**config.mk**
```make
export PLATFORM = sky130hd
export DESIGN_NAME = ext_mem_page_ctrl
export DESIGN_NICKNAME = d
export VERILOG_FILES = /design/src/logic/external_memory_interface_cfg_pkg.sv /design/src/logic/ale_link_if.sv /design/src/logic/ale_pulse_gen.sv /design/src/logic/ext_mem_page_ctrl.sv
export SDC_FILE = /design/constraint.sdc
export NUM_CORES = 1
export LEC_CHECK = 0
export ABC_AREA = 1
export BUFFER_PORTS_ARGS = -buffer_cell sky130_fd_sc_hd__buf_2
export CORE_MARGIN = 5
export CORE_UTILIZATION = 50
export DETAILED_ROUTE_END_ITERATION = 16
export GPL_TIMING_DRIVEN = 0
export MAX_ROUTING_LAYER = met4
export PLACE_DENSITY = 0.8
export SYNTH_ARGS = -nofsm -noshare
export SYNTH_HDL_FRONTEND = slang
export SYNTH_SLANG_ARGS = --single-unit
```
**constraint.sdc**
```tcl
create_clock -name sys_clk -period 3.1 [get_ports sys_clk]
set_clock_uncertainty 0.2 [all_clocks]
set_input_delay 0.465 -clock sys_clk [delete_from_list [all_inputs] [get_ports sys_clk]]
set_output_delay 0.465 -clock sys_clk [all_outputs]
set_load 0.02 [all_outputs]
```
**src/logic/external_memory_interface_cfg_pkg.sv**
```systemverilog
// constants and types of the external memory page and mode configuration block
package external_memory_interface_cfg_pkg;

    // ==========================================================
    // register map
    localparam logic [7:0] ADDR_PAGE_SELECT  = 8'hAA;
    localparam logic [7:0] ADDR_MEM_CONFIG   = 8'hAB;
    localparam logic [7:0] PAGE_SELECT_RESET = 8'h00;
    localparam logic [7:0] MEM_CONFIG_RESET  = 8'h03;
    localparam logic [7:0] PAGE_WRITE_MASK   = 8'h1F;
    localparam logic [7:0] CONFIG_WRITE_MASK = 8'h0F;
    localparam logic [7:0] READ_UNMAPPED     = 8'h00;

    // ==========================================================
    // field positions
    localparam int PAGE_MSB     = 4;
    localparam int PAGE_LOW_MSB = 3;
    localparam int MODE_MSB     = 3;
    localparam int MODE_LSB     = 2;
    localparam int WIDTH_MSB    = 1;

    // ==========================================================
    // interface modes, encoded as the mode field
    typedef enum logic [1:0] {
        MODE_INTERNAL     = 2'h0,
        MODE_SPLIT_NOBANK = 2'h1,
        MODE_SPLIT_BANK   = 2'h2,
        MODE_EXTERNAL     = 2'h3
    } mem_mode_t;

endpackage

```
**src/logic/ale_link_if.sv**
```systemverilog
// handshake between the move sequencer and the latch-enable pulse generator
`timescale 1ns/1ns
`default_nettype none
interface ale_link_if;
    logic       start;
    logic [1:0] width;
    logic       ale;
    logic       done;

    modport ctl (output start, output width, input ale, input done);
    modport gen (input start, input width, output ale, output done);
endinterface
`default_nettype wire

```
**src/logic/ale_pulse_gen.sv**
```systemverilog
// latch-enable pulse generator: high phase then low phase of programmed length
`timescale 1ns/1ns
`default_nettype none
module ale_pulse_gen (
    // clock and reset
    input  wire logic sys_clk,
    input  wire logic rstn,
    // sequencer side
    ale_link_if.gen   link
);
    typedef enum logic [1:0] {ALE_IDLE, ALE_HIGH, ALE_LOW} ale_state_t;

    ale_state_t state;
    ale_state_t next_state;
    logic [1:0] cnt;
    logic [1:0] next_cnt;
    logic [1:0] width_q;
    logic [1:0] next_width_q;
    logic       ale;
    logic       next_ale;
    logic       done;
    logic       next_done;

    always_comb begin
        next_state   = state;
        next_cnt     = cnt;
        next_width_q = width_q;
        next_ale     = ale;
        next_done    = 1'b0;
        case (state)
            ALE_IDLE: begin
                if (link.start) begin
                    next_state   = ALE_HIGH;
                    next_cnt     = link.width;
                    next_width_q = link.width;
                    next_ale     = 1'b1;
                end
            end
            ALE_HIGH: begin
                if (cnt == 2'h0) begin
                    next_state = ALE_LOW;
                    next_cnt   = width_q;
                    next_ale   = 1'b0;
                end else begin
                    next_cnt = cnt - 2'h1;
                end
            end
            ALE_LOW: begin
                if (cnt == 2'h0) begin
                    next_state = ALE_IDLE;
                    next_done  = 1'b1;
                end else begin
                    next_cnt = cnt - 2'h1;
                end
            end
            default: begin
                next_state = ALE_IDLE;
                next_ale   = 1'b0;
            end
        endcase
    end

    always_ff @(posedge sys_clk or negedge rstn) begin
        if (!rstn) begin
            state   <= ALE_IDLE;
            cnt     <= 2'h0;
            width_q <= 2'h0;
            ale     <= 1'b0;
            done    <= 1'b0;
        end else begin
            state   <= next_state;
            cnt     <= next_cnt;
            width_q <= next_width_q;
            ale     <= next_ale;
            done    <= next_done;
        end
    end

    assign link.ale  = ale;
    assign link.done = done;

    // ==========================================================
    // checks
    ale_min_width_a: assert property (@(posedge sys_clk) disable iff (!rstn)
        $rose(ale) && width_q == 2'h0 |-> ##1 !ale ##1 done)
        else $error("latch pulse wrong at width 0");
    ale_max_width_a: assert property (@(posedge sys_clk) disable iff (!rstn)
        $rose(ale) && width_q == 2'h3 |-> ale [*4] ##1 !ale [*4] ##1 done)
        else $error("latch pulse wrong at width 3");

endmodule // ale_pulse_gen
`default_nettype wire

```
**src/logic/ext_mem_page_ctrl.sv**
```systemverilog
// page-select and configuration registers with move routing for the external memory interface
`timescale 1ns/1ns
`default_nettype none
module ext_mem_page_ctrl
    import external_memory_interface_cfg_pkg::*;
#(
    parameter int          ADDR_W       = 16,
    parameter logic [15:0] ONCHIP_BOUND = 16'h1000
) (
    // clock and reset
    input  wire logic              sys_clk,
    input  wire logic              rstn,
    // special function register port
    input  wire logic [7:0]        sfr_addr,
    input  wire logic              sfr_wr,
    input  wire logic              sfr_rd,
    input  wire logic [7:0]        sfr_wdata,
    output logic      [7:0]        sfr_rdata,
    // move request from the core
    input  wire logic              move_start,
    input  wire logic              move_is_8bit,
    input  wire logic [7:0]        move_ptr,
    input  wire logic [ADDR_W-1:0] move_dptr,
    output logic                   move_busy,
    output logic                   move_done,
    // on-chip memory side
    output logic                   onchip_sel,
    output logic      [ADDR_W-1:0] onchip_addr,
    // off-chip multiplexed bus side
    output logic      [11:0]       ext_addr,
    output logic                   ext_addr_lo_oe,
    output logic                   ext_addr_hi_oe,
    output logic                   ext_ale
);
    typedef enum logic {MV_IDLE, MV_OFFCHIP} move_state_t;

    // ==========================================================
    // registers
    logic [7:0] xram_page_select;
    logic [7:0] ext_mem_config;
    logic [7:0] next_page;
    logic [7:0] next_config;
    logic [7:0] next_rdata;

    always_comb begin
        next_page   = xram_page_select;
        next_config = ext_mem_config;
        next_rdata  = sfr_rdata;
        if (sfr_wr && sfr_addr == ADDR_PAGE_SELECT)
            next_page = sfr_wdata & PAGE_WRITE_MASK;
        if (sfr_wr && sfr_addr == ADDR_MEM_CONFIG)
            next_config = sfr_wdata & CONFIG_WRITE_MASK;
        if (sfr_rd) begin
            case (sfr_addr)
                ADDR_PAGE_SELECT: next_rdata = xram_page_select & PAGE_WRITE_MASK;
                ADDR_MEM_CONFIG:  next_rdata = ext_mem_config & CONFIG_WRITE_MASK;
                default:          next_rdata = READ_UNMAPPED;
            endcase
        end
    end

    always_ff @(posedge sys_clk or negedge rstn) begin
        if (!rstn) begin
            xram_page_select <= PAGE_SELECT_RESET;
            ext_mem_config   <= MEM_CONFIG_RESET;
            sfr_rdata        <= READ_UNMAPPED;
        end else begin
            xram_page_select <= next_page;
            ext_mem_config   <= next_config;
            sfr_rdata        <= next_rdata;
        end
    end

    // ==========================================================
    // routing decisions
    mem_mode_t  cur_mode;
    logic [4:0] page_field;
    assign cur_mode   = mem_mode_t'(ext_mem_config[MODE_MSB:MODE_LSB]);
    assign page_field = xram_page_select[PAGE_MSB:0];

    function automatic logic is_offchip(input mem_mode_t mode, input logic is8,
                                        input logic [4:0] page, input logic [ADDR_W-1:0] dptr);
        case (mode)
            MODE_INTERNAL:     is_offchip = 1'b0;
            MODE_EXTERNAL:     is_offchip = 1'b1;
            default:           is_offchip = is8 ? page[PAGE_MSB]
                                                : (dptr >= ADDR_W'(ONCHIP_BOUND));
        endcase
    endfunction

    // effective address of an 8-bit move: low four page field bits over pointer
    function automatic logic [ADDR_W-1:0] eff_addr(input logic is8, input logic [4:0] page,
                                                   input logic [7:0] ptr, input logic [ADDR_W-1:0] dptr);
        if (is8)
            eff_addr = ADDR_W'({page[PAGE_LOW_MSB:0], ptr});
        else
            eff_addr = dptr;
    endfunction

    logic              req_off;
    logic [ADDR_W-1:0] req_eff;
    assign req_off = is_offchip(cur_mode, move_is_8bit, page_field, move_dptr);
    assign req_eff = eff_addr(move_is_8bit, page_field, move_ptr, move_dptr);

    // ==========================================================
    // move sequencer
    ale_link_if  link ();
    move_state_t state;
    move_state_t next_state;
    logic              next_busy;
    logic              next_done;
    logic              next_sel;
    logic [ADDR_W-1:0] next_onchip_addr;
    logic [11:0]       next_ext_addr;
    logic              next_lo_oe;
    logic              next_hi_oe;
    logic              ale_start;
    logic [1:0]        ale_width;

    // mode and page are sampled only at the start edge, so later writes cannot disturb a move
    always_comb begin
        next_state       = state;
        next_busy        = move_busy;
        next_done        = 1'b0;
        next_sel         = 1'b0;
        next_onchip_addr = onchip_addr;
        next_ext_addr    = ext_addr;
        next_lo_oe       = ext_addr_lo_oe;
        next_hi_oe       = ext_addr_hi_oe;
        ale_start        = 1'b0;
        ale_width        = ext_mem_config[WIDTH_MSB:0];
        case (state)
            MV_IDLE: begin
                if (move_start && !req_off) begin
                    next_sel         = 1'b1;
                    next_done        = 1'b1;
                    // on-chip space wraps past the boundary
                    next_onchip_addr = req_eff % ADDR_W'(ONCHIP_BOUND);
                end else if (move_start) begin
                    next_state = MV_OFFCHIP;
                    next_busy  = 1'b1;
                    ale_start  = 1'b1;
                    next_lo_oe = 1'b1;
                    if (!move_is_8bit) begin
                        next_ext_addr = move_dptr[11:0];
                        next_hi_oe    = 1'b1;
                    end else if (cur_mode == MODE_SPLIT_BANK) begin
                        next_ext_addr = {page_field[PAGE_LOW_MSB:0], move_ptr};
                        next_hi_oe    = 1'b1;
                    end else begin
                        next_ext_addr = {4'h0, move_ptr};
                        next_hi_oe    = 1'b0;
                    end
                end
            end
            MV_OFFCHIP: begin
                if (link.done) begin
                    next_state = MV_IDLE;
                    next_busy  = 1'b0;
                    next_done  = 1'b1;
                    next_lo_oe = 1'b0;
                    next_hi_oe = 1'b0;
                end
            end
            default: next_state = MV_IDLE;
        endcase
    end

    always_ff @(posedge sys_clk or negedge rstn) begin
        if (!rstn) begin
            state          <= MV_IDLE;
            move_busy      <= 1'b0;
            move_done      <= 1'b0;
            onchip_sel     <= 1'b0;
            onchip_addr    <= '0;
            ext_addr       <= 12'h000;
            ext_addr_lo_oe <= 1'b0;
            ext_addr_hi_oe <= 1'b0;
        end else begin
            state          <= next_state;
            move_busy      <= next_busy;
            move_done      <= next_done;
            onchip_sel     <= next_sel;
            onchip_addr    <= next_onchip_addr;
            ext_addr       <= next_ext_addr;
            ext_addr_lo_oe <= next_lo_oe;
            ext_addr_hi_oe <= next_hi_oe;
        end
    end

    assign link.start = ale_start;
    assign link.width = ale_width;
    assign ext_ale    = link.ale;

    ale_pulse_gen u_ale (
        .sys_clk (sys_clk),
        .rstn    (rstn),
        .link    (link)
    );

    // ==========================================================
    // checks
    page_read_zero_a: assert property (@(posedge sys_clk) disable iff (!rstn)
        sfr_rd && sfr_addr == ADDR_PAGE_SELECT |=> sfr_rdata[7:5] == 3'h0)
        else $error("page select reserved bits not zero");
    config_read_zero_a: assert property (@(posedge sys_clk) disable iff (!rstn)
        sfr_rd && sfr_addr == ADDR_MEM_CONFIG |=> sfr_rdata[7:4] == 4'h0)
        else $error("config reserved bits not zero");
    page_write_read_a: assert property (@(posedge sys_clk) disable iff (!rstn)
        sfr_wr && sfr_addr == ADDR_PAGE_SELECT ##1 !(sfr_wr && sfr_addr == ADDR_PAGE_SELECT)
        ##1 sfr_rd && sfr_addr == ADDR_PAGE_SELECT && !sfr_wr
        |=> sfr_rdata == ($past(sfr_wdata, 3) & PAGE_WRITE_MASK))
        else $error("page select readback mismatch");
    split_msb_off_a: assert property (@(posedge sys_clk) disable iff (!rstn)
        state == MV_IDLE && move_start && move_is_8bit && page_field[PAGE_MSB]
        && (cur_mode == MODE_SPLIT_NOBANK || cur_mode == MODE_SPLIT_BANK) |=> move_busy && ext_addr_lo_oe)
        else $error("split mode page msb did not go off chip");
    internal_only_on_a: assert property (@(posedge sys_clk) disable iff (!rstn)
        state == MV_IDLE && move_start && cur_mode == MODE_INTERNAL |=> onchip_sel && !move_busy)
        else $error("internal mode move left the chip");
    external_all_off_a: assert property (@(posedge sys_clk) disable iff (!rstn)
        state == MV_IDLE && move_start && cur_mode == MODE_EXTERNAL |=> !onchip_sel && move_busy)
        else $error("external mode move stayed on chip");
    bound_split_a: assert property (@(posedge sys_clk) disable iff (!rstn)
        state == MV_IDLE && move_start && !move_is_8bit
        && (cur_mode == MODE_SPLIT_NOBANK || cur_mode == MODE_SPLIT_BANK)
        && move_dptr < ONCHIP_BOUND |=> onchip_sel && onchip_addr == $past(move_dptr))
        else $error("address below boundary not routed on chip");
    bank_hi_drive_a: assert property (@(posedge sys_clk) disable iff (!rstn)
        state == MV_IDLE && move_start && move_is_8bit && page_field[PAGE_MSB] && cur_mode == MODE_SPLIT_BANK
        |=> ext_addr_hi_oe && ext_addr[11:8] == $past(page_field[PAGE_LOW_MSB:0]) && ext_addr[7:0] == $past(move_ptr))
        else $error("bank select upper address wrong");
    nobank_hi_float_a: assert property (@(posedge sys_clk) disable iff (!rstn)
        state == MV_IDLE && move_start && move_is_8bit
        && (cur_mode == MODE_EXTERNAL || (cur_mode == MODE_SPLIT_NOBANK && page_field[PAGE_MSB]))
        |=> !ext_addr_hi_oe)
        else $error("upper address driven on 8-bit move without bank select");
    hold_in_flight_a: assert property (@(posedge sys_clk) disable iff (!rstn)
        move_busy && !link.done |=> $stable(ext_addr) && $stable(ext_addr_hi_oe))
        else $error("address changed during a move");

endmodule // ext_mem_page_ctrl
`default_nettype wire

```
; ---- After elaboration in Yosys (flattened, before gate mapping)
; Index checks and enable logic that the tools add are counted.
[totals]
ff_bits = 54
[op_classes]
add_sub_neg = 1
n_lt_le_gt_ge = 1
n_eq_ne = 13
muxes = 37
n_bitwise = 3
reduce_logical = 15
[ops]
columns = operator, n
row1 = $mux W12, 3
row2 = $mux W1, 19
row3 = $eq A8 B8 Y1 const B, 2
row4 = $ge A16 B13 Y1 const B, 1
row5 = $reduce_and A3 Y1, 5
row6 = $mux W2, 6
row7 = $pmux W2 S3, 2
row8 = $pmux W1 S2, 5
row9 = $pmux W5 S2, 1
row10 = $ne A2 B2 Y1 const B, 4
row11 = $eq A2 B2 Y1 const B, 3
row12 = $logic_not A2 Y1, 3
row13 = $ne A2 B1 Y1 const B, 3
row14 = $reduce_and A2 Y1, 2
row15 = $logic_and A1 B1 Y1, 3
row16 = $not A1 Y1, 3
row17 = $pmux W1 S3, 1
row18 = $reduce_bool A3 Y1, 1
row19 = $eq A2 B1 Y1 const B, 1
row20 = $sub A2 B1 Y2 const B, 1
row21 = $logic_not A1 Y1, 1

; ---- Logic depth before layout (Yosys ltp)
[logic_depth]
ltp_word = 9
mapped_depth = 10
ltp_nobuf = 10

; ---- Cells and area by module
; Synthesis repeated with hierarchy kept, for this count alone.
[unflattened]
cells_unflattened = 345
hier_area_um2 = 2702.6
[modules_own_cells]
columns = module, instances, cells_per_inst, area_per_inst_um2, seq_area_each_um2
row1 = ext_mem_page_ctrl, 1, 276, 2187.1, 1078.5
row2 = ale_pulse_gen, 1, 69, 515.5, 200.2

; ---- Least setup slack after synthesis
; OpenSTA, ideal clock, no wires.
[synth_timing]
path_type = register to register
from = register ext_mem_config[2]
to = register ext_addr[0]
setup_ps = 124
arrival_time_ps = 1357
slack_ps = 1418
stages_incl_launch_ff = 10
synth_period_minus_slack_ps = 1682
cell_sequence = dfrtp_1 -> inv_1 -> ha_1 -> nor2_1 -> nand2_2 -> nand2_2 -> nand2_4 -> buf_4 -> nand2_1 -> o21ai_1
[synth_via]
elab_chain_len = 6
elab_cells_between_ends = 7
cone_classes = 1 x eq/ne / 1 x mux / 1 x bitwise / 4 x reduce/logical
[synth_lines]
columns = item, line_no
row1 = from (decl), ext_mem_page_ctrl.sv:40  ; logic [7:0] ext_mem_config;
row2 = from (signal assigned), ext_mem_page_ctrl.sv:69  ; ext_mem_config <= next_config;
row3 = $eq A2 B2 Y1 / $logic_not A2 Y1 (equally long branches), ext_mem_page_ctrl.sv:83  ; case (mode)
row4 = $pmux W1 S2 *, ext_mem_page_ctrl.sv:83
row5 = $logic_not A1 Y1 *, ext_mem_page_ctrl.sv:134  ; if (move_start && !req_off) begin
row6 = $logic_and A1 B1 Y1 *, ext_mem_page_ctrl.sv:134
row7 = $not A1 Y1 (no line) *, --
row8 = $reduce_and A3 Y1 (no line) *, --
row9 = to (signal assigned), ext_mem_page_ctrl.sv:185  ; ext_addr <= next_ext_addr;
row10 = to (decl), ext_mem_page_ctrl.sv:30  ; output logic [11:0] ext_addr,
; Every way passes the cells marked *; elsewhere a longest branch is shown, timed or not.
; A chain may end at the register's enable or synchronous reset.

; ---- Worst setup path after layout
[layout_timing]
from = register ext_mem_config[2]
to = register u_ale.cnt[0]
[layout_via]
elab_chain_len = 8
elab_cells_between_ends = 9
cone_classes = 2 x eq/ne / 3 x mux / 4 x reduce/logical
[layout_lines]
columns = item, line_no
row1 = $eq A2 B2 Y1 / $logic_not A2 Y1 (equally long branches), ext_mem_page_ctrl.sv:83
row2 = $pmux W1 S2 *, ext_mem_page_ctrl.sv:83
row3 = $logic_not A1 Y1 *, ext_mem_page_ctrl.sv:134
row4 = $logic_and A1 B1 Y1 *, ext_mem_page_ctrl.sv:134
row5 = $mux W1 *, ext_mem_page_ctrl.sv:134
row6 = $mux W1 *, ext_mem_page_ctrl.sv:132  ; case (state)
row7 = $ne A2 B2 Y1 (no line) *, --
row8 = $reduce_and A3 Y1 (no line) *, --
row9 = to (signal assigned), ale_pulse_gen.sv:72  ; cnt <= next_cnt;
row10 = to (decl), ale_pulse_gen.sv:15  ; logic [1:0] cnt;
; Marks and branches as above.

==> metrics <==
Data arrival, critical path around 1900 ps; gpl congestion 0.855; crit end category flop; placed cell count 432; Synth top area share 0.499; antenna violations before repair 0; Mean Syn Cell Area 8.71 sq um; relative max-transition margin 0.275; final max-slew violation count 0; FP Rows 25; CTS Hold Bufs 0; most common cell after layout, fill and taps aside nand2_1; Area growth syn-to-layout 25.4%; I/O pin cnt 88; reg-to-reg slack, setup 1230 ps; GRT overflow 0; Skew-Pair Late Insertion Delay 300 ps; FMAX roughly 530 MHz; Num CTS Buffers 5; top post-synthesis cells by area dfrtp_1 (50%), nand2_1 (13%), o21ai_0 (5.5%); Initial DRT Pass Iterations 4; Remaining DRCs 0; synthesis-stage register bit count 51; Post-CTS Setup Inserts 0; mapped cell area 2450 sq um; Die W 80.1 microns; Gate power share 0.095; vias per inst 4.84; Slew @ Worst Pin 1090 ps; Internal 0.00106 W; First DRT Iteration DRCs 133; port buffer count 77; Layout fillers around 420; Root Buffer clkbuf_8; fin nets 425; Clk pwr share 0.396; core area around 4800 sq um; CP required 3080 ps; layout cells sized above 1 0.298; PD cells 441 nW/um^2; # H-tree levels 2; sequential share of the synthesized area 0.521; CTS tree built; CP max FO 9; Resized Gates After CTS 0; largest net degree at the start of global routing 52; cells after synthesis 282; Period minus WS final 1870 ps; Unique masters post-synth 25; most frequent cells in the layout nand2_1 (87), buf_2 (81), dfrtp_1 (49); first-pass GRT wire length 9.28 mm; Pleak 1.75 nW; Clock Pin Slew Worst Setup and Hold Paths 90 ps; vias about 2100; peak supply drop between 200 and 300 uV; RSZ-0062 raised after global routing false; Initial Util 0.516; vias in the first global route 2104; Hold WC Path Type in -> async; Routed Antenna Nets 0; crit start category flop; Tcrit/Tclk final 0.604; Seq pwr share 0.510; status completed; switching pwr 0.000303 W; post-DP HPWL between 4 and 5 mm; Fin. Hold Viols 0; cell taking the most area after synthesis dfrtp_1; Diodes inserted 0; post-DR wirelength/cell roughly 13 microns; gr usage total 0.186; sw frac 0.223; total power 0.00136 W; Setup CP Type reg -> reg; YS warnings 0; max_cap viols 0; Max Buffers Root-to-Sink 2; setup TNS 0 ps; drt total wl approximately 5.5 mm; Die Footprint approximately 6400 sq um; CTS sink cnt 51; setup violators final 0; Final Non-Filler Cells 440; Die H 80.1 microns
==> synth_stat cells <==
library cell and count:
o21ai_1 9, dfrtp_1 49, conb_1 1, nor3_2 1, mux2i_1 8, nand2_1 87
o21ai_0 27, inv_2 1, dfstp_2 2, nand3_1 18, a21oi_1 8, buf_2 4
nor2_2 1, a21boi_0 2, nand2_4 1, nor2_4 1, nand3_2 2, nor3_1 1
nand2_2 3, inv_1 25, buf_4 10, nor4_4 1, nor2_1 11, ha_1 7
o211ai_1 2
==> power groups by stage <==
stage	clock network, W	registers, W	logic (W)
3_3_place_gp	0	0.000704	0.000127
6_report	0.000537	0.000692	0.000129
3_5_place_dp	0	0.000705	0.000130
5_1_grt	0.000570	0.000694	0.000146
2_1_floorplan	0	0.000715	0.0000578
4_1_cts	0.000538	0.000692	0.000130
==> worst paths after layout <==
check | cells after the start | start | endpoint
worst min-delay path | 1 | rstn | onchip_addr[0]$_DFFE_PN0P_
worst max-delay path | 10 | ext_mem_config[2]$_DFFE_PN0P_ | u_ale.cnt[0]$_DFFE_PN0P_
min in group sys_clk | 3 | sfr_wdata[4] | xram_page_select[4]$_DFFE_PN0P_
worst min register to register | 1 | u_ale.link.done$_DFF_PN0_ | state$_DFF_PN0_
worst max register to register | 10 | ext_mem_config[2]$_DFFE_PN0P_ | u_ale.cnt[0]$_DFFE_PN0P_
max in group asynchronous | 1 | rstn | u_ale.state[1]$_DFFE_PN0P_
==> cells by family (layout without fill, tap and decap cells) <==
family,after synthesis,count (layout),synth area share
AND/OR/NAND/NOR,127,127,0.229
flip-flops,51,51,0.521
AO/OA/AOI/OAI,48,48,0.102
buffers and inverters,40,125,0.0785
multiplexers,8,8,0.0326
adder cells (fa/ha/maj),7,7,0.0357
other,1,7,0.00153
==> cell type report <==
| cell class | instances | area, sq um | share of cell area |
|---|---|---|---|
| buffer | 14 | 95.1 | 0.0309 |
| sequential | 51 | 1280 | 0.415 |
| clock buffer | 6 | 72.6 | 0.0236 |
| multi-input combinational | 197 | 1010 | 0.327 |
| clock inverter | 2 | 60.1 | 0.0195 |
| inverter | 26 | 97.6 | 0.0317 |
| timing repair buffer | 77 | 385 | 0.125 |
| tap | 67 | 83.8 | 0.0272 |
==> registers in the layout, summed over array words and instances (netlist names), 2 cells and up <==
register and count:
ext_mem_config 4, u_ale.state 2, u_ale.cnt 2, ext_addr 12, onchip_addr 12, sfr_rdata 5
u_ale.width_q 2, xram_page_select 5
==> metrics by stage <==
step / hold slack [ps] / instance area [sq um] / util / setup WS (ps)
6_report: 164 / 3080 / 0.648 / 1230
5_1_grt: 238 / 3080 / 0.648 / 1050
4_1_cts: 206 / 3080 / 0.648 / 1210
3_5_place_dp: 259 / 2950 / 0.620 / 1220
3_3_place_gp: 233 / 2950 / 0.620 / 1290
2_1_floorplan: -30.6 / 2480 / - / 1420
==> critical path: stages, from the launching register on <==
cell and delay (ps):
dfrtp_1 400, inv_1 60, ha_1 310, nor2_1 130
nand2_2 80, nand2_2 110, nand2_4 120, nand2_2 140
nand2_1 80, nand2_1 70, nand2_1 60
==> per-layer routing <==
layer / routed length (microns) / GRT usage / vias to the layer above
met4: 51 / 0.0473 / 0
met3: 393 / 0.0381 / 6
li1: - / - / 1078
met1: 2490 / 0.226 / 964
met5: 0 / - / -
met2: 2590 / 0.318 / 81
(Power assumes the default switching activity.)
